===== src/verilog/ptf_pkg.sv =====
// Shared constants and carriers for the position feedback and teach block.
// Assumes a 100 MHz system clock and a stroke sensor on that clock.
package ptf_pkg;

  // Clock and time base.
  localparam int unsigned CLK_KHZ = 100000;
  localparam int unsigned TICK_MS = 1;
  localparam int unsigned MS_CYC = CLK_KHZ * TICK_MS;

  // Hold and blink times, counted in millisecond ticks.
  localparam logic [11:0] HOLD_TEACH_MS = 12'h5dc;
  localparam logic [11:0] HOLD_COMBO_MS = 12'h9c4;
  localparam logic [11:0] HOLD_SELECT_MS = 12'h1f4;
  localparam logic [8:0] FAST_HALF_MS = 9'h064;
  localparam logic [8:0] SLOW_HALF_MS = 9'h1f4;
  localparam logic [2:0] FLASH_PHASES = 3'h6;

  // Stroke in hundredths of a millimetre, measurable from 0 to 85 mm.
  localparam int unsigned STROKE_W = 14;
  localparam int unsigned SPAN_MM = 85;
  localparam int unsigned RES_PER_MM = 100;
  localparam logic [13:0] STROKE_MAX = 14'(SPAN_MM * RES_PER_MM);
  localparam logic [13:0] TOL_RESET = 14'h0064;

  // Register byte offsets.
  localparam logic [7:0] ADDR_CTRL = 8'h00;
  localparam logic [7:0] ADDR_TOL = 8'h04;
  localparam logic [7:0] ADDR_STATUS = 8'h08;
  localparam logic [7:0] ADDR_POS1 = 8'h0c;
  localparam logic [7:0] ADDR_POS2 = 8'h10;
  localparam logic [7:0] ADDR_POS3 = 8'h14;
  localparam logic [7:0] ADDR_IRQ_STAT = 8'h18;
  localparam logic [7:0] ADDR_IRQ_MASK = 8'h1c;
  localparam logic [7:0] ADDR_STROKE = 8'h20;

  // Control register command bits, all self-clearing.
  localparam int unsigned CTRL_TEACH_LSB = 0;
  localparam int unsigned CTRL_CLEAR = 3;
  localparam int unsigned CTRL_AT_ENTER = 4;
  localparam int unsigned CTRL_AT_FAIL = 5;
  localparam int unsigned CTRL_AT_DONE = 6;

  // Interrupt event bits.
  localparam int unsigned IRQ_W = 5;
  localparam logic [4:0] IRQ_MASK_RESET = 5'h00;

  // Indicator colour codes.
  localparam logic [2:0] COL_NONE = 3'h0;
  localparam logic [2:0] COL_POS1 = 3'h1;
  localparam logic [2:0] COL_POS2 = 3'h2;
  localparam logic [2:0] COL_POS3 = 3'h3;
  localparam logic [2:0] COL_ERR = 3'h4;
  localparam logic [2:0] COL_ALL = 3'h7;

  typedef struct packed {
    logic valid;
    logic [13:0] mm;
  } ptf_stroke_t;

  typedef struct packed {
    logic on;
    logic [2:0] color;
  } ptf_led_t;

  typedef enum logic [2:0] {
    MODE_NORMAL = 3'b001,
    MODE_SELECT = 3'b010,
    MODE_RUN = 3'b100
  } ptf_mode_t;

  typedef enum logic [1:0] {
    IND_LIVE = 2'b01,
    IND_FLASH = 2'b10
  } ptf_ind_t;

endpackage


===== src/verilog/ptf_hold_timer.sv =====
// Hold timer for one button pattern, counting millisecond ticks.
// Assumes en_i comes from synchronised buttons on the same clock.
`timescale 1ns/1ps

module ptf_hold_timer #(
  parameter logic [11:0] LIMIT_MS = 12'h001
)(
  // Clock and reset
  input wire logic clk_i,
  input wire logic resetn_i,
  // Time base and condition
  input wire logic tick_i,
  input wire logic en_i,
  // One-cycle pulse when the hold is complete
  output logic fire_o
);

  logic [11:0] cnt_q;

  assign fire_o = en_i && tick_i && (cnt_q == LIMIT_MS - 12'h001);

  // Restart on release; saturate so one hold fires only once.
  always_ff @(posedge clk_i)
  begin
    if (!resetn_i)
      cnt_q <= 12'h000;
    else if (!en_i)
      cnt_q <= 12'h000; // [RULE_17]
    else if (tick_i && cnt_q != LIMIT_MS)
      cnt_q <= cnt_q + 12'h001;
  end
endmodule


===== src/verilog/ptf_top.sv =====
// Position feedback and teach logic for a valve control head.
// Assumes the stroke sample is on clk_i and the pins are asynchronous.
// How it works
// [RULE_01] Button one held 1.5 s stores stroke as position one, three flashes.
// [RULE_02] Button two held 1.5 s stores stroke as position two, three flashes.
// [RULE_03] Button three held 1.5 s stores position three, then slow blink.
// [RULE_04] Buttons one and two held 2.5 s clear all positions, error blink.
// [RULE_05] Stroke is valid only from zero to 85 mm.
// [RULE_06] Three position outputs, each high while stroke matches its position.
// [RULE_07] Initiator input is passed to the initiator output.
// [RULE_08] A match means stroke within a configurable tolerance of position.
// [RULE_09] Teaching out of range gives an error-colour blink.
// [RULE_10] Out of range, all outputs low and indicator dark; only the position outputs drop, the initiator still passes.
// [RULE_11] Any button may capture any stroke, no ordering between positions.
// [RULE_12] Indicator stays lit while the target sits at a taught position; at position three it blinks slowly.
// [RULE_13] Buttons and software teach requests give the same result.
// [RULE_14] Six automatic teach procedures can be selected.
// [RULE_15] Buttons two and three held 2.5 s enter automatic selection.
// [RULE_16] A failed automatic run clears every position.
// [RULE_17] Hold counters restart on release; early release fires nothing.
// [RULE_18] A two-button hold suppresses both single-button actions.
`timescale 1ns/1ps

module ptf_top #(
  parameter int unsigned MS_CYC = ptf_pkg::MS_CYC
)(
  // Clock and reset
  input wire logic clk_i,
  input wire logic resetn_i,
  // Teach button and initiator pins
  input wire logic teach_button_one_i,
  input wire logic teach_button_two_i,
  input wire logic teach_button_three_i,
  input wire logic initiator_input_i,
  // Stroke sensor
  input wire ptf_pkg::ptf_stroke_t stroke_i,
  // Register port
  input wire logic [7:0] reg_addr_i,
  input wire logic [31:0] reg_wdata_i,
  input wire logic reg_we_i,
  input wire logic reg_re_i,
  output logic [31:0] reg_rdata_o,
  // Feedback outputs
  output logic position_one_output_o,
  output logic position_two_output_o,
  output logic position_three_output_o,
  output logic initiator_output_o,
  output ptf_pkg::ptf_led_t indicator_o,
  output logic irq_o,
  // Automatic teach sequencer
  output logic autotune_run_o,
  output logic [2:0] autotune_sel_o
);

  logic [3:0] pin_s1_q;
  logic [3:0] pin_s2_q;
  logic [2:0] btn;
  logic [2:0] btn_prev_q;
  logic [16:0] ms_cnt_q;
  logic ms_tick;
  logic in_range;
  logic normal;
  logic fire1, fire2, fire3, fire12, fire23, fire_sel;
  logic armed_q;
  logic wr_ctrl;
  logic [2:0] teach_req;
  logic clear_req;
  logic at_enter;
  logic at_fail;
  logic at_done;
  logic teach_ok;
  logic teach_err;
  logic sel_ok;
  logic [2:0][13:0] pos_q;
  logic [2:0] taught_q;
  logic [2:0] match;
  logic [2:0] pos_out_q;
  logic init_out_q;
  logic [13:0] tol_q;
  ptf_pkg::ptf_mode_t mode_q;
  logic [2:0] sel_q;
  ptf_pkg::ptf_ind_t ind_q;
  logic [2:0] flash_col_q;
  logic [2:0] flash_cnt_q;
  logic [8:0] fast_cnt_q;
  logic [8:0] slow_cnt_q;
  logic fast_ph_q;
  logic slow_ph_q;
  logic fast_flip;
  ptf_pkg::ptf_led_t led_d;
  ptf_pkg::ptf_led_t led_q;
  logic [4:0] irq_ev;
  logic [4:0] irq_stat_q;
  logic [4:0] irq_mask_q;
  logic [31:0] rdata_q;

  // Two flip-flops on every pin before any logic looks at it.
  always_ff @(posedge clk_i)
  begin
    if (!resetn_i)
    begin
      pin_s1_q <= 4'h0;
      pin_s2_q <= 4'h0;
    end
    else
    begin
      pin_s1_q <= {initiator_input_i, teach_button_three_i,
                   teach_button_two_i, teach_button_one_i};
      pin_s2_q <= pin_s1_q;
    end
  end

  assign btn = pin_s2_q[2:0];

  // Millisecond enable; all slower timing runs from this pulse.
  always_ff @(posedge clk_i)
  begin
    if (!resetn_i || ms_tick)
      ms_cnt_q <= 17'h00000;
    else
      ms_cnt_q <= ms_cnt_q + 17'h00001;
  end

  assign ms_tick = (ms_cnt_q == 17'(MS_CYC - 1));

  // Sensor sample outside the span counts as no target.
  assign in_range = stroke_i.valid &&
                    (stroke_i.mm <= ptf_pkg::STROKE_MAX); // [RULE_05]
  assign normal = (mode_q == ptf_pkg::MODE_NORMAL);

  // Exact patterns only, so a pair never also runs a single action.
  ptf_hold_timer #(.LIMIT_MS(ptf_pkg::HOLD_TEACH_MS)) u_hold1 (
    .clk_i(clk_i), .resetn_i(resetn_i), .tick_i(ms_tick),
    .en_i(normal && btn == 3'h1), .fire_o(fire1)); // [RULE_18]
  ptf_hold_timer #(.LIMIT_MS(ptf_pkg::HOLD_TEACH_MS)) u_hold2 (
    .clk_i(clk_i), .resetn_i(resetn_i), .tick_i(ms_tick),
    .en_i(normal && btn == 3'h2), .fire_o(fire2)); // [RULE_18]
  ptf_hold_timer #(.LIMIT_MS(ptf_pkg::HOLD_TEACH_MS)) u_hold3 (
    .clk_i(clk_i), .resetn_i(resetn_i), .tick_i(ms_tick),
    .en_i(normal && btn == 3'h4), .fire_o(fire3));
  ptf_hold_timer #(.LIMIT_MS(ptf_pkg::HOLD_COMBO_MS)) u_hold12 (
    .clk_i(clk_i), .resetn_i(resetn_i), .tick_i(ms_tick),
    .en_i(normal && btn == 3'h3), .fire_o(fire12)); // [RULE_04]
  ptf_hold_timer #(.LIMIT_MS(ptf_pkg::HOLD_COMBO_MS)) u_hold23 (
    .clk_i(clk_i), .resetn_i(resetn_i), .tick_i(ms_tick),
    .en_i(normal && btn == 3'h6), .fire_o(fire23)); // [RULE_15]
  ptf_hold_timer #(.LIMIT_MS(ptf_pkg::HOLD_SELECT_MS)) u_hold_sel (
    .clk_i(clk_i), .resetn_i(resetn_i), .tick_i(ms_tick),
    .en_i(mode_q == ptf_pkg::MODE_SELECT && armed_q && btn != 3'h0 &&
          btn == btn_prev_q),
    .fire_o(fire_sel));

  // Software commands share the button paths from here on.
  assign wr_ctrl = reg_we_i && reg_addr_i == ptf_pkg::ADDR_CTRL;
  assign teach_req = {fire3, fire2, fire1} |
    ((wr_ctrl && mode_q != ptf_pkg::MODE_SELECT) ?
     reg_wdata_i[ptf_pkg::CTRL_TEACH_LSB +: 3] : 3'h0); // [RULE_13]
  assign clear_req = fire12 ||
    (wr_ctrl && reg_wdata_i[ptf_pkg::CTRL_CLEAR]); // [RULE_13]
  assign at_enter = fire23 ||
    (normal && wr_ctrl && reg_wdata_i[ptf_pkg::CTRL_AT_ENTER]);
  assign at_fail = !normal && wr_ctrl &&
    reg_wdata_i[ptf_pkg::CTRL_AT_FAIL];
  assign at_done = mode_q == ptf_pkg::MODE_RUN && wr_ctrl &&
    reg_wdata_i[ptf_pkg::CTRL_AT_DONE];
  assign teach_ok = (|teach_req) && in_range;
  assign teach_err = (|teach_req) && !in_range; // [RULE_09]

  // Six selections from the six button patterns; seven is no choice.
  function automatic logic [2:0] at_code(input logic [2:0] b);
    case (b)
      3'h1: at_code = 3'h1;
      3'h2: at_code = 3'h2;
      3'h4: at_code = 3'h3;
      3'h3: at_code = 3'h4;
      3'h5: at_code = 3'h5;
      3'h6: at_code = 3'h6;
      default: at_code = 3'h0;
    endcase
  endfunction

  assign sel_ok = fire_sel && at_code(btn_prev_q) != 3'h0;

  // Positions store with no order check; a clear or a failed run wins.
  always_ff @(posedge clk_i)
  begin
    if (!resetn_i)
    begin
      pos_q <= '0;
      taught_q <= 3'h0;
    end
    else if (clear_req || at_fail)
      taught_q <= 3'h0; // [RULE_04] [RULE_16]
    else if (in_range)
    begin
      for (int i = 0; i < 3; i++)
      begin
        if (teach_req[i])
        begin
          pos_q[i] <= stroke_i.mm; // [RULE_01] [RULE_02] [RULE_03] [RULE_11]
          taught_q[i] <= 1'b1;
        end
      end
    end
  end

  // Window compare against each taught position.
  always_comb
  begin
    for (int i = 0; i < 3; i++)
    begin
      if (stroke_i.mm >= pos_q[i])
        match[i] = taught_q[i] && (stroke_i.mm - pos_q[i] <= tol_q);
      else
        match[i] = taught_q[i] && (pos_q[i] - stroke_i.mm <= tol_q);
    end
  end

  // Registered feedback; no position output reports while the target is lost, the initiator still passes.
  always_ff @(posedge clk_i)
  begin
    if (!resetn_i)
    begin
      pos_out_q <= 3'h0;
      init_out_q <= 1'b0;
    end
    else
    begin
      pos_out_q <= in_range ? match : 3'h0; // [RULE_06] [RULE_08] [RULE_10]
      init_out_q <= pin_s2_q[3]; // [RULE_07]
    end
  end

  // Automatic teach mode. Buttons must be let go once after entry, or the
  // entry hold itself would pick procedure six.
  always_ff @(posedge clk_i)
  begin
    if (!resetn_i)
    begin
      mode_q <= ptf_pkg::MODE_NORMAL;
      sel_q <= 3'h0;
      armed_q <= 1'b0;
      btn_prev_q <= 3'h0;
    end
    else
    begin
      btn_prev_q <= btn;
      unique case (mode_q)
        ptf_pkg::MODE_NORMAL:
        begin
          armed_q <= 1'b0;
          if (at_enter)
            mode_q <= ptf_pkg::MODE_SELECT; // [RULE_15]
        end
        ptf_pkg::MODE_SELECT:
        begin
          if (btn == 3'h0)
            armed_q <= 1'b1;
          if (at_fail)
            mode_q <= ptf_pkg::MODE_NORMAL;
          else if (sel_ok)
          begin
            mode_q <= ptf_pkg::MODE_RUN;
            sel_q <= at_code(btn_prev_q); // [RULE_14]
          end
        end
        ptf_pkg::MODE_RUN:
        begin
          if (at_fail || at_done)
            mode_q <= ptf_pkg::MODE_NORMAL; // [RULE_16]
        end
      endcase
    end
  end

  // Blink dividers; the fast one restarts so a flash begins lit.
  assign fast_flip = ms_tick && fast_cnt_q == ptf_pkg::FAST_HALF_MS - 9'h001;
  always_ff @(posedge clk_i)
  begin
    if (!resetn_i || teach_ok || teach_err)
    begin
      fast_cnt_q <= 9'h000;
      fast_ph_q <= 1'b1;
    end
    else if (fast_flip)
    begin
      fast_cnt_q <= 9'h000;
      fast_ph_q <= !fast_ph_q;
    end
    else if (ms_tick)
      fast_cnt_q <= fast_cnt_q + 9'h001;
  end

  always_ff @(posedge clk_i)
  begin
    if (!resetn_i)
    begin
      slow_cnt_q <= 9'h000;
      slow_ph_q <= 1'b0;
    end
    else if (ms_tick && slow_cnt_q == ptf_pkg::SLOW_HALF_MS - 9'h001)
    begin
      slow_cnt_q <= 9'h000;
      slow_ph_q <= !slow_ph_q;
    end
    else if (ms_tick)
      slow_cnt_q <= slow_cnt_q + 9'h001;
  end

  // Indicator sequencer: three quick flashes, then the live pattern.
  always_ff @(posedge clk_i)
  begin
    if (!resetn_i)
    begin
      ind_q <= ptf_pkg::IND_LIVE;
      flash_col_q <= ptf_pkg::COL_NONE;
      flash_cnt_q <= 3'h0;
    end
    else if (teach_ok || teach_err)
    begin
      ind_q <= ptf_pkg::IND_FLASH;
      flash_cnt_q <= 3'h0;
      if (teach_err)
        flash_col_q <= ptf_pkg::COL_ERR; // [RULE_09]
      else if (teach_req[2])
        flash_col_q <= ptf_pkg::COL_POS3;
      else if (teach_req[1])
        flash_col_q <= ptf_pkg::COL_POS2;
      else
        flash_col_q <= ptf_pkg::COL_POS1;
    end
    else if (clear_req || at_fail)
      ind_q <= ptf_pkg::IND_LIVE;
    else if (ind_q == ptf_pkg::IND_FLASH && fast_flip)
    begin
      flash_cnt_q <= flash_cnt_q + 3'h1;
      if (flash_cnt_q == ptf_pkg::FLASH_PHASES - 3'h1)
        ind_q <= ptf_pkg::IND_LIVE;
    end
  end

  // Live pattern: untaught blinks in the error colour, position three
  // blinks slowly, positions one and two stay lit while matched.
  always_comb
  begin
    led_d.on = 1'b0;
    led_d.color = ptf_pkg::COL_NONE;
    if (ind_q == ptf_pkg::IND_FLASH)
    begin
      led_d.on = fast_ph_q;
      led_d.color = flash_col_q;
    end
    else if (!normal)
    begin
      led_d.on = 1'b1;
      led_d.color = ptf_pkg::COL_ALL;
    end
    else if (!in_range)
      led_d.on = 1'b0; // [RULE_10]
    else if (taught_q == 3'h0)
    begin
      led_d.on = slow_ph_q; // [RULE_04]
      led_d.color = ptf_pkg::COL_ERR;
    end
    else if (match[0])
    begin
      led_d.on = 1'b1; // [RULE_01] [RULE_12]
      led_d.color = ptf_pkg::COL_POS1;
    end
    else if (match[1])
    begin
      led_d.on = 1'b1; // [RULE_02] [RULE_12]
      led_d.color = ptf_pkg::COL_POS2;
    end
    else if (match[2])
    begin
      led_d.on = slow_ph_q; // [RULE_03]
      led_d.color = ptf_pkg::COL_POS3;
    end
  end

  always_ff @(posedge clk_i)
  begin
    if (!resetn_i)
      led_q <= '0;
    else
      led_q <= led_d;
  end

  // Sticky events; a new event in the clearing read cycle is kept.
  assign irq_ev = {at_fail, sel_ok, clear_req, teach_err, teach_ok};
  always_ff @(posedge clk_i)
  begin
    if (!resetn_i)
      irq_stat_q <= 5'h00;
    else if (reg_re_i && reg_addr_i == ptf_pkg::ADDR_IRQ_STAT)
      irq_stat_q <= irq_ev;
    else
      irq_stat_q <= irq_stat_q | irq_ev;
  end

  // Writable settings.
  always_ff @(posedge clk_i)
  begin
    if (!resetn_i)
    begin
      tol_q <= ptf_pkg::TOL_RESET;
      irq_mask_q <= ptf_pkg::IRQ_MASK_RESET;
    end
    else if (reg_we_i)
    begin
      if (reg_addr_i == ptf_pkg::ADDR_TOL)
        tol_q <= reg_wdata_i[13:0]; // [RULE_08]
      if (reg_addr_i == ptf_pkg::ADDR_IRQ_MASK)
        irq_mask_q <= reg_wdata_i[4:0];
    end
  end

  // Read data stand for one cycle only; unmapped reads give zero.
  always_ff @(posedge clk_i)
  begin
    if (!resetn_i || !reg_re_i)
      rdata_q <= 32'h0000_0000;
    else
      case (reg_addr_i)
        ptf_pkg::ADDR_TOL: rdata_q <= {18'h00000, tol_q};
        ptf_pkg::ADDR_STATUS: rdata_q <= {18'h00000, sel_q, mode_q,
          init_out_q, pos_out_q, in_range, taught_q};
        ptf_pkg::ADDR_POS1: rdata_q <= {18'h00000, pos_q[0]};
        ptf_pkg::ADDR_POS2: rdata_q <= {18'h00000, pos_q[1]};
        ptf_pkg::ADDR_POS3: rdata_q <= {18'h00000, pos_q[2]};
        ptf_pkg::ADDR_IRQ_STAT: rdata_q <= {27'h0000000, irq_stat_q};
        ptf_pkg::ADDR_IRQ_MASK: rdata_q <= {27'h0000000, irq_mask_q};
        ptf_pkg::ADDR_STROKE: rdata_q <= {17'h00000, stroke_i};
        default: rdata_q <= 32'h0000_0000;
      endcase
  end

  assign reg_rdata_o = rdata_q;
  assign position_one_output_o = pos_out_q[0];
  assign position_two_output_o = pos_out_q[1];
  assign position_three_output_o = pos_out_q[2];
  assign initiator_output_o = init_out_q;
  assign indicator_o = led_q;
  assign irq_o = |(irq_stat_q & irq_mask_q);
  assign autotune_run_o = (mode_q == ptf_pkg::MODE_RUN);
  assign autotune_sel_o = sel_q;
endmodule


===== config.mk =====
export PLATFORM = sky130hd
export DESIGN_NAME = ptf_top
export DESIGN_NICKNAME = d
export VERILOG_FILES = /design/src/verilog/ptf_pkg.sv /design/src/verilog/ptf_hold_timer.sv /design/src/verilog/ptf_top.sv
export SDC_FILE = /design/constraint.sdc
export NUM_CORES = 1
export LEC_CHECK = 0
export BUFFER_PORTS_ARGS = -buffer_cell sky130_fd_sc_hd__clkbuf_2
export CORE_UTILIZATION = 56
export CTS_CLUSTER_DIAMETER = 200
export CTS_CLUSTER_SIZE = 28
export DETAILED_ROUTE_END_ITERATION = 7
export PLACE_DENSITY = 0.78
export SETUP_SLACK_MARGIN = 0.02
export SLEW_MARGIN = 20
export SYNTH_ARGS = -nofsm -noshare
export SYNTH_HDL_FRONTEND = slang
export SYNTH_HIERARCHICAL = 1
export SYNTH_SLANG_ARGS = --single-unit

===== constraint.sdc =====
create_clock -name clk_i -period 5.9 [get_ports clk_i]
set_input_delay 0 -clock clk_i [delete_from_list [all_inputs] [get_ports clk_i]]
set_output_delay 0 -clock clk_i [all_outputs]
set_load 0.005 [all_outputs]

==> impl_table.tex, run 1 <==
\begin{tabular}{lr}
\hline
Metric & Value \\
\hline
\multicolumn{2}{l}{\textbf{Place}} \\
Cell area reported after detailed placement & 0.0169 sq mm \\
Input/output buffers & 72 \\
Dpl ws & 1290 ps \\
Final weighted congestion of routability-driven global placement & 0.955 \\
HPWL Detailed & 34,200 microns \\
\multicolumn{2}{l}{\textbf{Synth}} \\
Unique cell type count in the Yosys netlist & 85 \\
Count of state elements after synthesis & 227 \\
Yosys warning count & 6 \\
Cell count after synthesis & 2,002 \\
Area of the mapped netlist & 0.0164 sq mm \\
Share of synthesized flip-flops with an asynchronous set or reset & 0\% \\
Synthesized area divided by synthesized cell count & 8.20 sq um \\
Primary flip-flop cell chosen by synthesis mapping & dfxtp\_1 \\
Sequential element share of the synthesized area & 27.7\% \\
Post-synth EDFFs & 0 \\
\multicolumn{2}{l}{\textbf{Power}} \\
Leakage dissipation & 6.84 nW \\
Worst-case vdd ir drop & 0.272 mV \\
Power density over cell area & 165 mW/mm\^{}2 \\
\multicolumn{2}{l}{\textbf{Timing}} \\
Ratio of final minimum period to clock period & 78.6\% \\
Final-report max-slew violation count & 0 \\
Worst setup slack after layout & 1260 ps \\
Peak Freq & 0.216 GHz \\
Setup repair after global routing missed its margin & no \\
Headroom to the max-slew limit & 19.8\% \\
Clock period minus final worst setup slack & 4640 ps \\
Worst-case clock skew & 35.5 ps \\
Count of endpoints failing hold in the final timing report & 0 \\
Number of endpoints failing setup at the final stage & 0 \\
Total negative slack for setup checks & 0 ps \\
Least-Margin Pin Slew & 1200 ps \\
\multicolumn{2}{l}{\textbf{Floorplanning}} \\
Number of core rows & 62 \\
Vert. Die Dim & 173 microns \\
Initial core utilization & 57.1\% \\
Die area & 0.0300 sq mm \\
Area of the core & 0.0288 sq mm \\
Top-level port count & 108 \\
Horizontal die dimension & 173 microns \\
\multicolumn{2}{l}{\textbf{GRT}} \\
Maximum number of pins on one net before global-route repair & 95 \\
Overflow left after global routing & 0 \\
Vias in the first global route & 14,000 \\
Combined global-route utilization of all metal layers & 30.0\% \\
First-pass GRT wire length & 73,100 microns \\
Number of antenna violations at the first check in global routing & 1 \\
\multicolumn{2}{l}{\textbf{CTS}} \\
Clock transition at path regs & 110 ps \\
Number of sinks driven by the clock tree & 227 \\
Number of buffers added by the clock tree synthesis step & 12 \\
CTS tree & done \\
Post-CTS Setup Repair Bufs & 0 \\
Clk root buf & clkbuf\_16 \\
H-tree depth & 1 \\
Count of instances resized after the clock tree is built & 0 \\
Worst-Skew Late Latency & 500 ps \\
Maximum buffer depth of the clock tree & 3 \\
\multicolumn{2}{l}{\textbf{Worst setup path}} \\
Max Fanout on Critical Path & 4 \\
Cell-by-cell trace of the critical path & inv\_1, ha\_1, fa\_1, nor2b\_1, o21ai\_0, a21boi\_0, o21ai\_0, a21oi\_1, nor2\_1, xnor2\_1, ha\_1, and4\_1, nand3\_1, a21oi\_1, a2111oi\_0, o21a\_1, o311ai\_1, a32o\_1 \\
Crit-path max cell delay & 880 ps \\
Data arrival at the endpoint of the critical path & 5080 ps \\
Depth of the most critical reg-to-reg path & 18 \\
Worst setup EP type & flip-flop \\
FF-to-FF Start & pos\_q[0]\$\_SDFFE\_PN0P\_ \\
Category of the most critical setup path & flip-flop to flip-flop \\
Logic depth of the worst path, buffers included & 18 \\
Crit path capture & indicator\_o[1]\$\_SDFF\_PN0\_ \\
Slowest stage cell, crit path & o311ai\_1 \\
Startpoint types & flip-flop \\
WP buf/inv & 1 \\
Capture instance of the worst register-to-register path & indicator\_o[1]\$\_SDFF\_PN0\_ \\
FF-to-FF setup slack & 1260 ps \\
Kind of cell with the highest combined delay on the critical path & compound AO/OA/AOI/OAI gates \\
Crit path required time & 6350 ps \\
Critical path startpoint & pos\_q[0]\$\_SDFFE\_PN0P\_ \\
\multicolumn{2}{l}{\textbf{Flow run}} \\
Max-Cap Viols & 0 \\
\multicolumn{2}{l}{\textbf{Layout}} \\
Final Core Density & 61.1\% \\
Fin nets & 2,293 \\
Layout area overhead & 7.13\% \\
Fraction of layout instances using a drive strength above 1 & 6.80\% \\
Most common cell after layout, fill and taps aside & dfxtp\_1 \\
Commonest cells after routing, fill and taps aside & dfxtp\_1 (227), ha\_1 (179), nand2\_1 (158), nor2\_1 (153), a21oi\_1 (151) \\
Cell area after layout & 0.0176 sq mm \\
\multicolumn{2}{l}{\textbf{Route}} \\
DRC violation count after routing & 0 \\
Average wire length per cell after detail routing & 18.9 microns \\
Via count & 14,700 \\
Average vias per placed instance & 6.07 \\
Initial DRC count & 1,190 \\
Router iterations before antenna repair & 7 \\
Total routed wirelength & 45,900 microns \\
Antenna-violating nets left & 0 \\
\multicolumn{2}{l}{\textbf{Worst hold path}} \\
Tightest Hold Check Type & input pin to flip-flop \\
\multicolumn{2}{l}{\textbf{Outcome}} \\
Status & completed \\
\hline
\end{tabular}
-- what timing repair did --
action	CTS	global route
endpoints found under the setup margin	0	0
hold buffers	32	0
endpoints found under the hold margin	36	0
-- worst min path at each step --
stage | start | endpoint | depth (start not counted)
final | reg_we_i | mode_q[0]$_SDFFE_PN1P_ | 4
after global routing | reg_we_i | mode_q[0]$_SDFFE_PN1P_ | 4
after CTS | reg_we_i | mode_q[0]$_SDFFE_PN1P_ | 4
after detailed placement | initiator_input_i | pin_s1_q[3]$_SDFF_PN0_ | 2
after global placement | initiator_input_i | pin_s1_q[3]$_SDFF_PN0_ | 2
after floorplan | reg_wdata_i[2] | tol_q[2]$_SDFFE_PN1P_ | 2
-- cells in the mapped netlist, types with 11 or more instances --
cell type / instances / area, sq um
nor2_1: 153 / 574
nor4_1: 14 / 87.6
and3_1: 23 / 144
or3_1: 28 / 175
ha_1: 179 / 2240
nor3_1: 45 / 225
nand2b_1: 15 / 93.8
a211oi_1: 11 / 82.6
o21ai_0: 93 / 465
buf_4: 17 / 128
dfxtp_1: 227 / 4540
nand3_1: 64 / 320
nor2b_1: 50 / 313
and2_1: 61 / 382
or4_1: 13 / 97.6
a21boi_0: 13 / 97.6
a21oi_1: 151 / 756
a22oi_1: 17 / 128
mux2i_1: 69 / 691
clkbuf_1: 68 / 255
a21o_1: 33 / 248
nand4_1: 61 / 382
xor2_1: 59 / 517
a221oi_1: 15 / 131
inv_1: 119 / 447
nand2_1: 158 / 593
o31ai_1: 16 / 120
xnor2_1: 69 / 604
-- flip-flops by register name, indices dropped and copies added, names as in the netlist, 5 cells and up --
register / count
tol_q: 14
ms_cnt_q: 17
irq_stat_q: 5
u_hold12/cnt_q: 12
u_hold23/cnt_q: 12
fast_cnt_q: 9
irq_mask_q: 5
slow_cnt_q: 9
u_hold3/cnt_q: 12
u_hold2/cnt_q: 12
u_hold1/cnt_q: 12
reg_rdata_o: 15
pos_q: 42
u_hold_sel/cnt_q: 12
-- area by class of cell --
type	instances	area, sq um
diodes	1	2.50
clock buffers	12	300
clock inverters	2	46.3
fillers	2517	11200
inverters	119	447
multi-input cells	1576	11100
flip-flops and latches	227	4540
well taps	384	480
repair buffers	109	721
-- power breakdown --
part           total [mW]  internal [mW]  switching [mW]  leakage [nW]
Clock               0.921          0.385           0.535         0.166
Combinational       0.440          0.172           0.268          4.85
Sequential           1.55           1.54         0.00984          1.83
Total                2.91           2.10           0.813          6.84
-- per-layer routing --
| metal | routed length, microns | global-route usage, % | vias up | share of wire, % |
|---|---|---|---|---|
| met5 | 0 | 0 | - | 0 |
| met4 | 2020 | 12.1 | 0 | 4.4 |
| met3 | 3280 | 2.96 | 126 | 7.2 |
| met2 | 21100 | 50.6 | 514 | 46 |
| met1 | 19500 | 39.2 | 6943 | 42 |
| li1 | - | - | 7158 | - |
-- cells by family (layout without fill, tap and decap cells) --
family / after synthesis / in the layout / share of synthesized area, %
flops: 227 / 227 / 27.7
buf+inv: 215 / 242 / 5.55
mux: 71 / 71 / 4.34
other cells: 1 / 18 / 0.0228
xor+xnor: 128 / 128 / 6.83
compound gates: 441 / 441 / 17.5
simple gates: 734 / 734 / 23.7
fa+ha+maj: 185 / 185 / 14.4
-- worst register-to-register path: cells and delay by family (launching register included) --
family | cells | cell delay (ps)
buffers and inverters | 1 | 70
AOI/OAI and AO/OA | 9 | 2410
and+or+nand+nor | 4 | 620
xor gates and xnor gates | 1 | 160
adders and majority gates | 3 | 970
DFF | 1 | 390
-- per-stage QoR --
step	instances	power, mW	hold WS (ps)
2_1_floorplan	2018	1.88	125
3_3_place_gp	2383	1.99	207
3_5_place_dp	2383	2.00	210
4_1_cts	2429	2.92	10.6
6_report	2430	2.91	12.0
5_1_grt	2430	3.03	45.0
No activity file was read; power rests on OpenSTA's default activity.
==> run 2: changes to the inputs <==
--- a/config.mk
+++ b/config.mk
@@ -6,11 +6,11 @@
 export NUM_CORES = 1
 export LEC_CHECK = 0
 export BUFFER_PORTS_ARGS = -buffer_cell sky130_fd_sc_hd__clkbuf_2
-export CORE_UTILIZATION = 56
+export CORE_UTILIZATION = 60
 export CTS_CLUSTER_DIAMETER = 200
 export CTS_CLUSTER_SIZE = 28
 export DETAILED_ROUTE_END_ITERATION = 7
-export PLACE_DENSITY = 0.78
+export PLACE_DENSITY = 0.79
 export SETUP_SLACK_MARGIN = 0.02
 export SLEW_MARGIN = 20
 export SYNTH_ARGS = -nofsm -noshare
==> constraint.sdc (replaced) <==
create_clock -name clk_i -period 4.7 [get_ports clk_i]
set_input_delay 0 -clock clk_i [delete_from_list [all_inputs] [get_ports clk_i]]
set_output_delay 0 -clock clk_i [all_outputs]
set_load 0.005 [all_outputs]
==> run 2 against run 1 <==
Compared with the run above: clock skew increased by 11 ps; worst hold slack got worse by 7.1 ps; global-route usage increased by 2.0 points; maximum frequency increased by 6.1%; final area decreased by 0.31%; highest routed layer unchanged; power increased by 26%; utilization increased by 4.1 points; sequential power increased by 26%; count of clock-buffer cells in the layout increased by 1; die area decreased by 6.6%.
==> impl_table.tex, run 2 (same netlist as run 1, synthesis figures left out) <==
\begin{tabular}{lr}
\hline
Metric & Value \\
\hline
\multicolumn{2}{l}{\textbf{Power}} \\
Power density over cell area & 209 mW/mm\^{}2 (was 165 mW/mm\^{}2) \\
Worst-case vdd ir drop & 0.253 mV (was 0.272 mV) \\
Share of total power consumed by net switching & 27.5\% (was 27.9\%) \\
Leakage dissipation & 6.84 nW (about the same) \\
Clk network pwr share & 32.0\% (was 31.6\%) \\
Switching power total & 1.01 mW (was 813 uW) \\
Combinational Power Share & 15.0\% (was 15.1\%) \\
Internal power summed over all cells & 2.66 mW (was 2.10 mW) \\
Sequential power share & 53.0\% (was 53.3\%) \\
\multicolumn{2}{l}{\textbf{Route}} \\
Initial DRC count & 1,460 (was 1,190) \\
Metal3 WL & 3260 microns (was 3280 microns) \\
DRC violation count after routing & 0 (unchanged) \\
Highest metal layer with signal wires & met4 (unchanged) \\
Average wire length per cell after detail routing & 19.1 microns (was 18.9 microns) \\
Average vias per placed instance & 6.22 (was 6.07) \\
Met1 Wirelength & 19,600 microns (was 19,500 microns) \\
Met2 WL & 20,200 microns (was 21,100 microns) \\
Via count & 14,900 (was 14,700) \\
Router iterations before antenna repair & 7 (unchanged) \\
Total routed wirelength & 45,600 microns (was 45,900 microns) \\
Antenna-violating nets left & 0 (unchanged) \\
\multicolumn{2}{l}{\textbf{Place}} \\
Dpl ws & 309 ps (was 1290 ps) \\
Input/output buffers & 72 (unchanged) \\
HPWL Detailed & 34,300 microns (was 34,200 microns) \\
Final weighted congestion of routability-driven global placement & 0.967 (was 0.955) \\
\multicolumn{2}{l}{\textbf{Layout}} \\
Biggest register & pos\_q (unchanged) \\
Fillers & 2,281 (was 2,517) \\
Commonest cells after routing, fill and taps aside & dfxtp\_1 (227), ha\_1 (179), nand2\_1 (158), nor2\_1 (153), a21oi\_1 (151) (unchanged) \\
Layout area overhead & 6.79\% (was 7.13\%) \\
Most common cell after layout, fill and taps aside & dfxtp\_1 (unchanged) \\
Flip-flop count of the largest register, all copies and words added & 42 (unchanged) \\
Fin nets & 2,294 (was 2,293) \\
Multi-input combinational cell area & 0.0111 sq mm (unchanged) \\
Fraction of layout instances using a drive strength above 1 & 7.23\% (was 6.80\%) \\
FF/Latch Area & 0.00454 sq mm (unchanged) \\
\multicolumn{2}{l}{\textbf{Timing}} \\
Clock period minus final worst setup slack & 4370 ps (was 4640 ps) \\
Total negative slack for setup checks & 0 ps (unchanged) \\
Least-Margin Pin Slew & 1070 ps (was 1200 ps) \\
Worst slack on hold paths & 4.91 ps (was 12.0 ps) \\
Final-report max-slew violation count & 0 (unchanged) \\
Setup repair after global routing missed its margin & no (unchanged) \\
Number of endpoints failing setup at the final stage & 0 (unchanged) \\
Ratio of final minimum period to clock period & 93.0\% (was 78.6\%) \\
Worst setup slack after layout & 330 ps (was 1260 ps) \\
Worst-case clock skew & 46.6 ps (was 35.5 ps) \\
Headroom to the max-slew limit & 28.2\% (was 19.8\%) \\
Peak Freq & 0.229 GHz (was 0.216 GHz) \\
Count of endpoints failing hold in the final timing report & 0 (unchanged) \\
\multicolumn{2}{l}{\textbf{Floorplanning}} \\
Number of core rows & 60 (was 62) \\
Die area & 0.0280 sq mm (was 0.0300 sq mm) \\
Vert. Die Dim & 167 microns (was 173 microns) \\
Top-level port count & 108 (unchanged) \\
Area of the core & 0.0269 sq mm (was 0.0288 sq mm) \\
Horizontal die dimension & 167 microns (was 173 microns) \\
Initial core utilization & 61.1\% (was 57.1\%) \\
\multicolumn{2}{l}{\textbf{Worst setup path}} \\
Crit-path max cell delay & 440 ps (was 880 ps) \\
Kind of cell with the highest combined delay on the critical path & compound AO/OA/AOI/OAI gates (unchanged) \\
Data arrival at the endpoint of the critical path & 4720 ps (was 5080 ps) \\
Crit path required time & 5050 ps (was 6350 ps) \\
Depth of the most critical reg-to-reg path & 17 (was 18) \\
Cell-by-cell trace of the critical path & ha\_1, nor2b\_1, o21ai\_0, a21boi\_0, o21ai\_0, nand2b\_1, a31oi\_1, o211ai\_1, xnor2\_1, ha\_1, nand4\_1, a2111oi\_0, nor3\_1, o21ai\_0, mux2i\_1, a211oi\_1, a31oi\_1 (was inv\_1, ha\_1, fa\_1, nor2b\_1, o21ai\_0, a21boi\_0, o21ai\_0, a21oi\_1, nor2\_1, xnor2\_1, ha\_1, and4\_1, nand3\_1, a21oi\_1, a2111oi\_0, o21a\_1, o311ai\_1, a32o\_1) \\
Category of the most critical setup path & flip-flop to flip-flop (unchanged) \\
Startpoint types & flip-flop (unchanged) \\
Slowest stage cell, crit path & a2111oi\_0 (was o311ai\_1) \\
Worst setup EP type & flip-flop (unchanged) \\
WP buf/inv & 0 (was 1) \\
Max Fanout on Critical Path & 4 (unchanged) \\
Logic depth of the worst path, buffers included & 17 (was 18) \\
Most frequent cell on the critical path & o21ai\_0 \\
\multicolumn{2}{l}{\textbf{Flow run}} \\
Max-Cap Viols & 0 (unchanged) \\
\multicolumn{2}{l}{\textbf{Outcome}} \\
Status & completed (unchanged) \\
\multicolumn{2}{l}{\textbf{GRT}} \\
Number of antenna violations at the first check in global routing & 2 (was 1) \\
Overflow left after global routing & 0 (unchanged) \\
First-pass GRT wire length & 72,200 microns (was 73,100 microns) \\
Vias in the first global route & 13,900 (was 14,000) \\
Maximum number of pins on one net before global-route repair & 76 (was 95) \\
Combined global-route utilization of all metal layers & 32.0\% (was 30.0\%) \\
\multicolumn{2}{l}{\textbf{CTS}} \\
Clock transition at path regs & 110 ps (about the same) \\
CTS tree & done (unchanged) \\
Clk root buf & clkbuf\_16 (unchanged) \\
Number of buffers added by the clock tree synthesis step & 12 (unchanged) \\
Maximum buffer depth of the clock tree & 3 (unchanged) \\
Number of sinks driven by the clock tree & 227 (unchanged) \\
Post-CTS Setup Repair Bufs & 0 (unchanged) \\
H-tree depth & 1 (unchanged) \\
Worst-Skew Late Latency & 500 ps (about the same) \\
\multicolumn{2}{l}{\textbf{Worst hold path}} \\
Tightest Hold Check Type & input pin to flip-flop (unchanged) \\
Hold depth & 4 (unchanged) \\
\hline
\end{tabular}
run 2: power groups by stage:
stage | clock network [mW] | registers (mW) | logic, mW
after floorplan | 0 | 1.98 | 0.381
after global placement | 0 | 1.99 | 0.506
after detailed placement | 0 | 1.99 | 0.521
after CTS | 1.19 | 1.95 | 0.540
after global routing | 1.26 | 1.95 | 0.607
final | 1.18 | 1.95 | 0.552
run 2: layout make-up:
cell class / instances / area share [%]
Antenna cell: 2 / 0.0285
Clock buffer: 13 / 1.85
Clock inverter: 1 / 0.171
Inverter: 119 / 2.55
Multi-Input combinational cell: 1576 / 63.0
Sequential cell: 227 / 25.9
Tap cell: 341 / 2.43
Timing Repair Buffer: 110 / 4.04
run 2: worst reg2reg max path, stage by stage (launching register included):
cell       delay [ps]
dfxtp_1           330
ha_1              330
nor2b_1           150
o21ai_0           240
a21boi_0          180
o21ai_0           210
nand2b_1          150
a31oi_1           380
o211ai_1          170
xnor2_1           200
ha_1              360
nand4_1           220
a2111oi_0         440
nor3_1             70
o21ai_0           240
mux2i_1           160
a211oi_1          300
a31oi_1           110
run 2: per-stage QoR:
step	instance area, sq um	total power, mW	utilization, %	instances
floorplan	16500	2.36	-	2018
global placement	16900	2.50	63.0	2349
detailed placement	16900	2.51	63.0	2349
CTS	17500	3.68	65.2	2387
global route	17500	3.81	65.3	2388
finish	17500	3.67	65.3	2389
run 2: worst paths after layout:
kind                          startpoint                         to  slack, ps
setup / recovery  pos_q[29]$_SDFFE_PN0P_  indicator_o[3]$_SDFF_PN0_        330
setup reg to reg  pos_q[29]$_SDFFE_PN0P_  indicator_o[3]$_SDFF_PN0_        330
hold reg to reg   pin_s1_q[1]$_SDFF_PN0_     pin_s2_q[1]$_SDFF_PN0_        450
hold / removal                  reg_we_i     mode_q[0]$_SDFFE_PN1P_          5
run 2: layer usage:
| layer | global-route usage [%] | vias to the layer above |
|---|---|---|
| li1 | - | 7151 |
| met1 | 42.1 | 6965 |
| met2 | 51.2 | 595 |
| met3 | 3.62 | 160 |
| met4 | 17.4 | 0 |
| met5 | 0 | - |
run 2: timing repair:
| action | 4_1_cts | 5_1_grt |
|---|---|---|
| resized for setup | 0 | 1 |
| hold buffers | 24 | 0 |
| endpoints found under the hold margin | 35 | 0 |
| endpoints found under the setup margin | 0 | 4 |
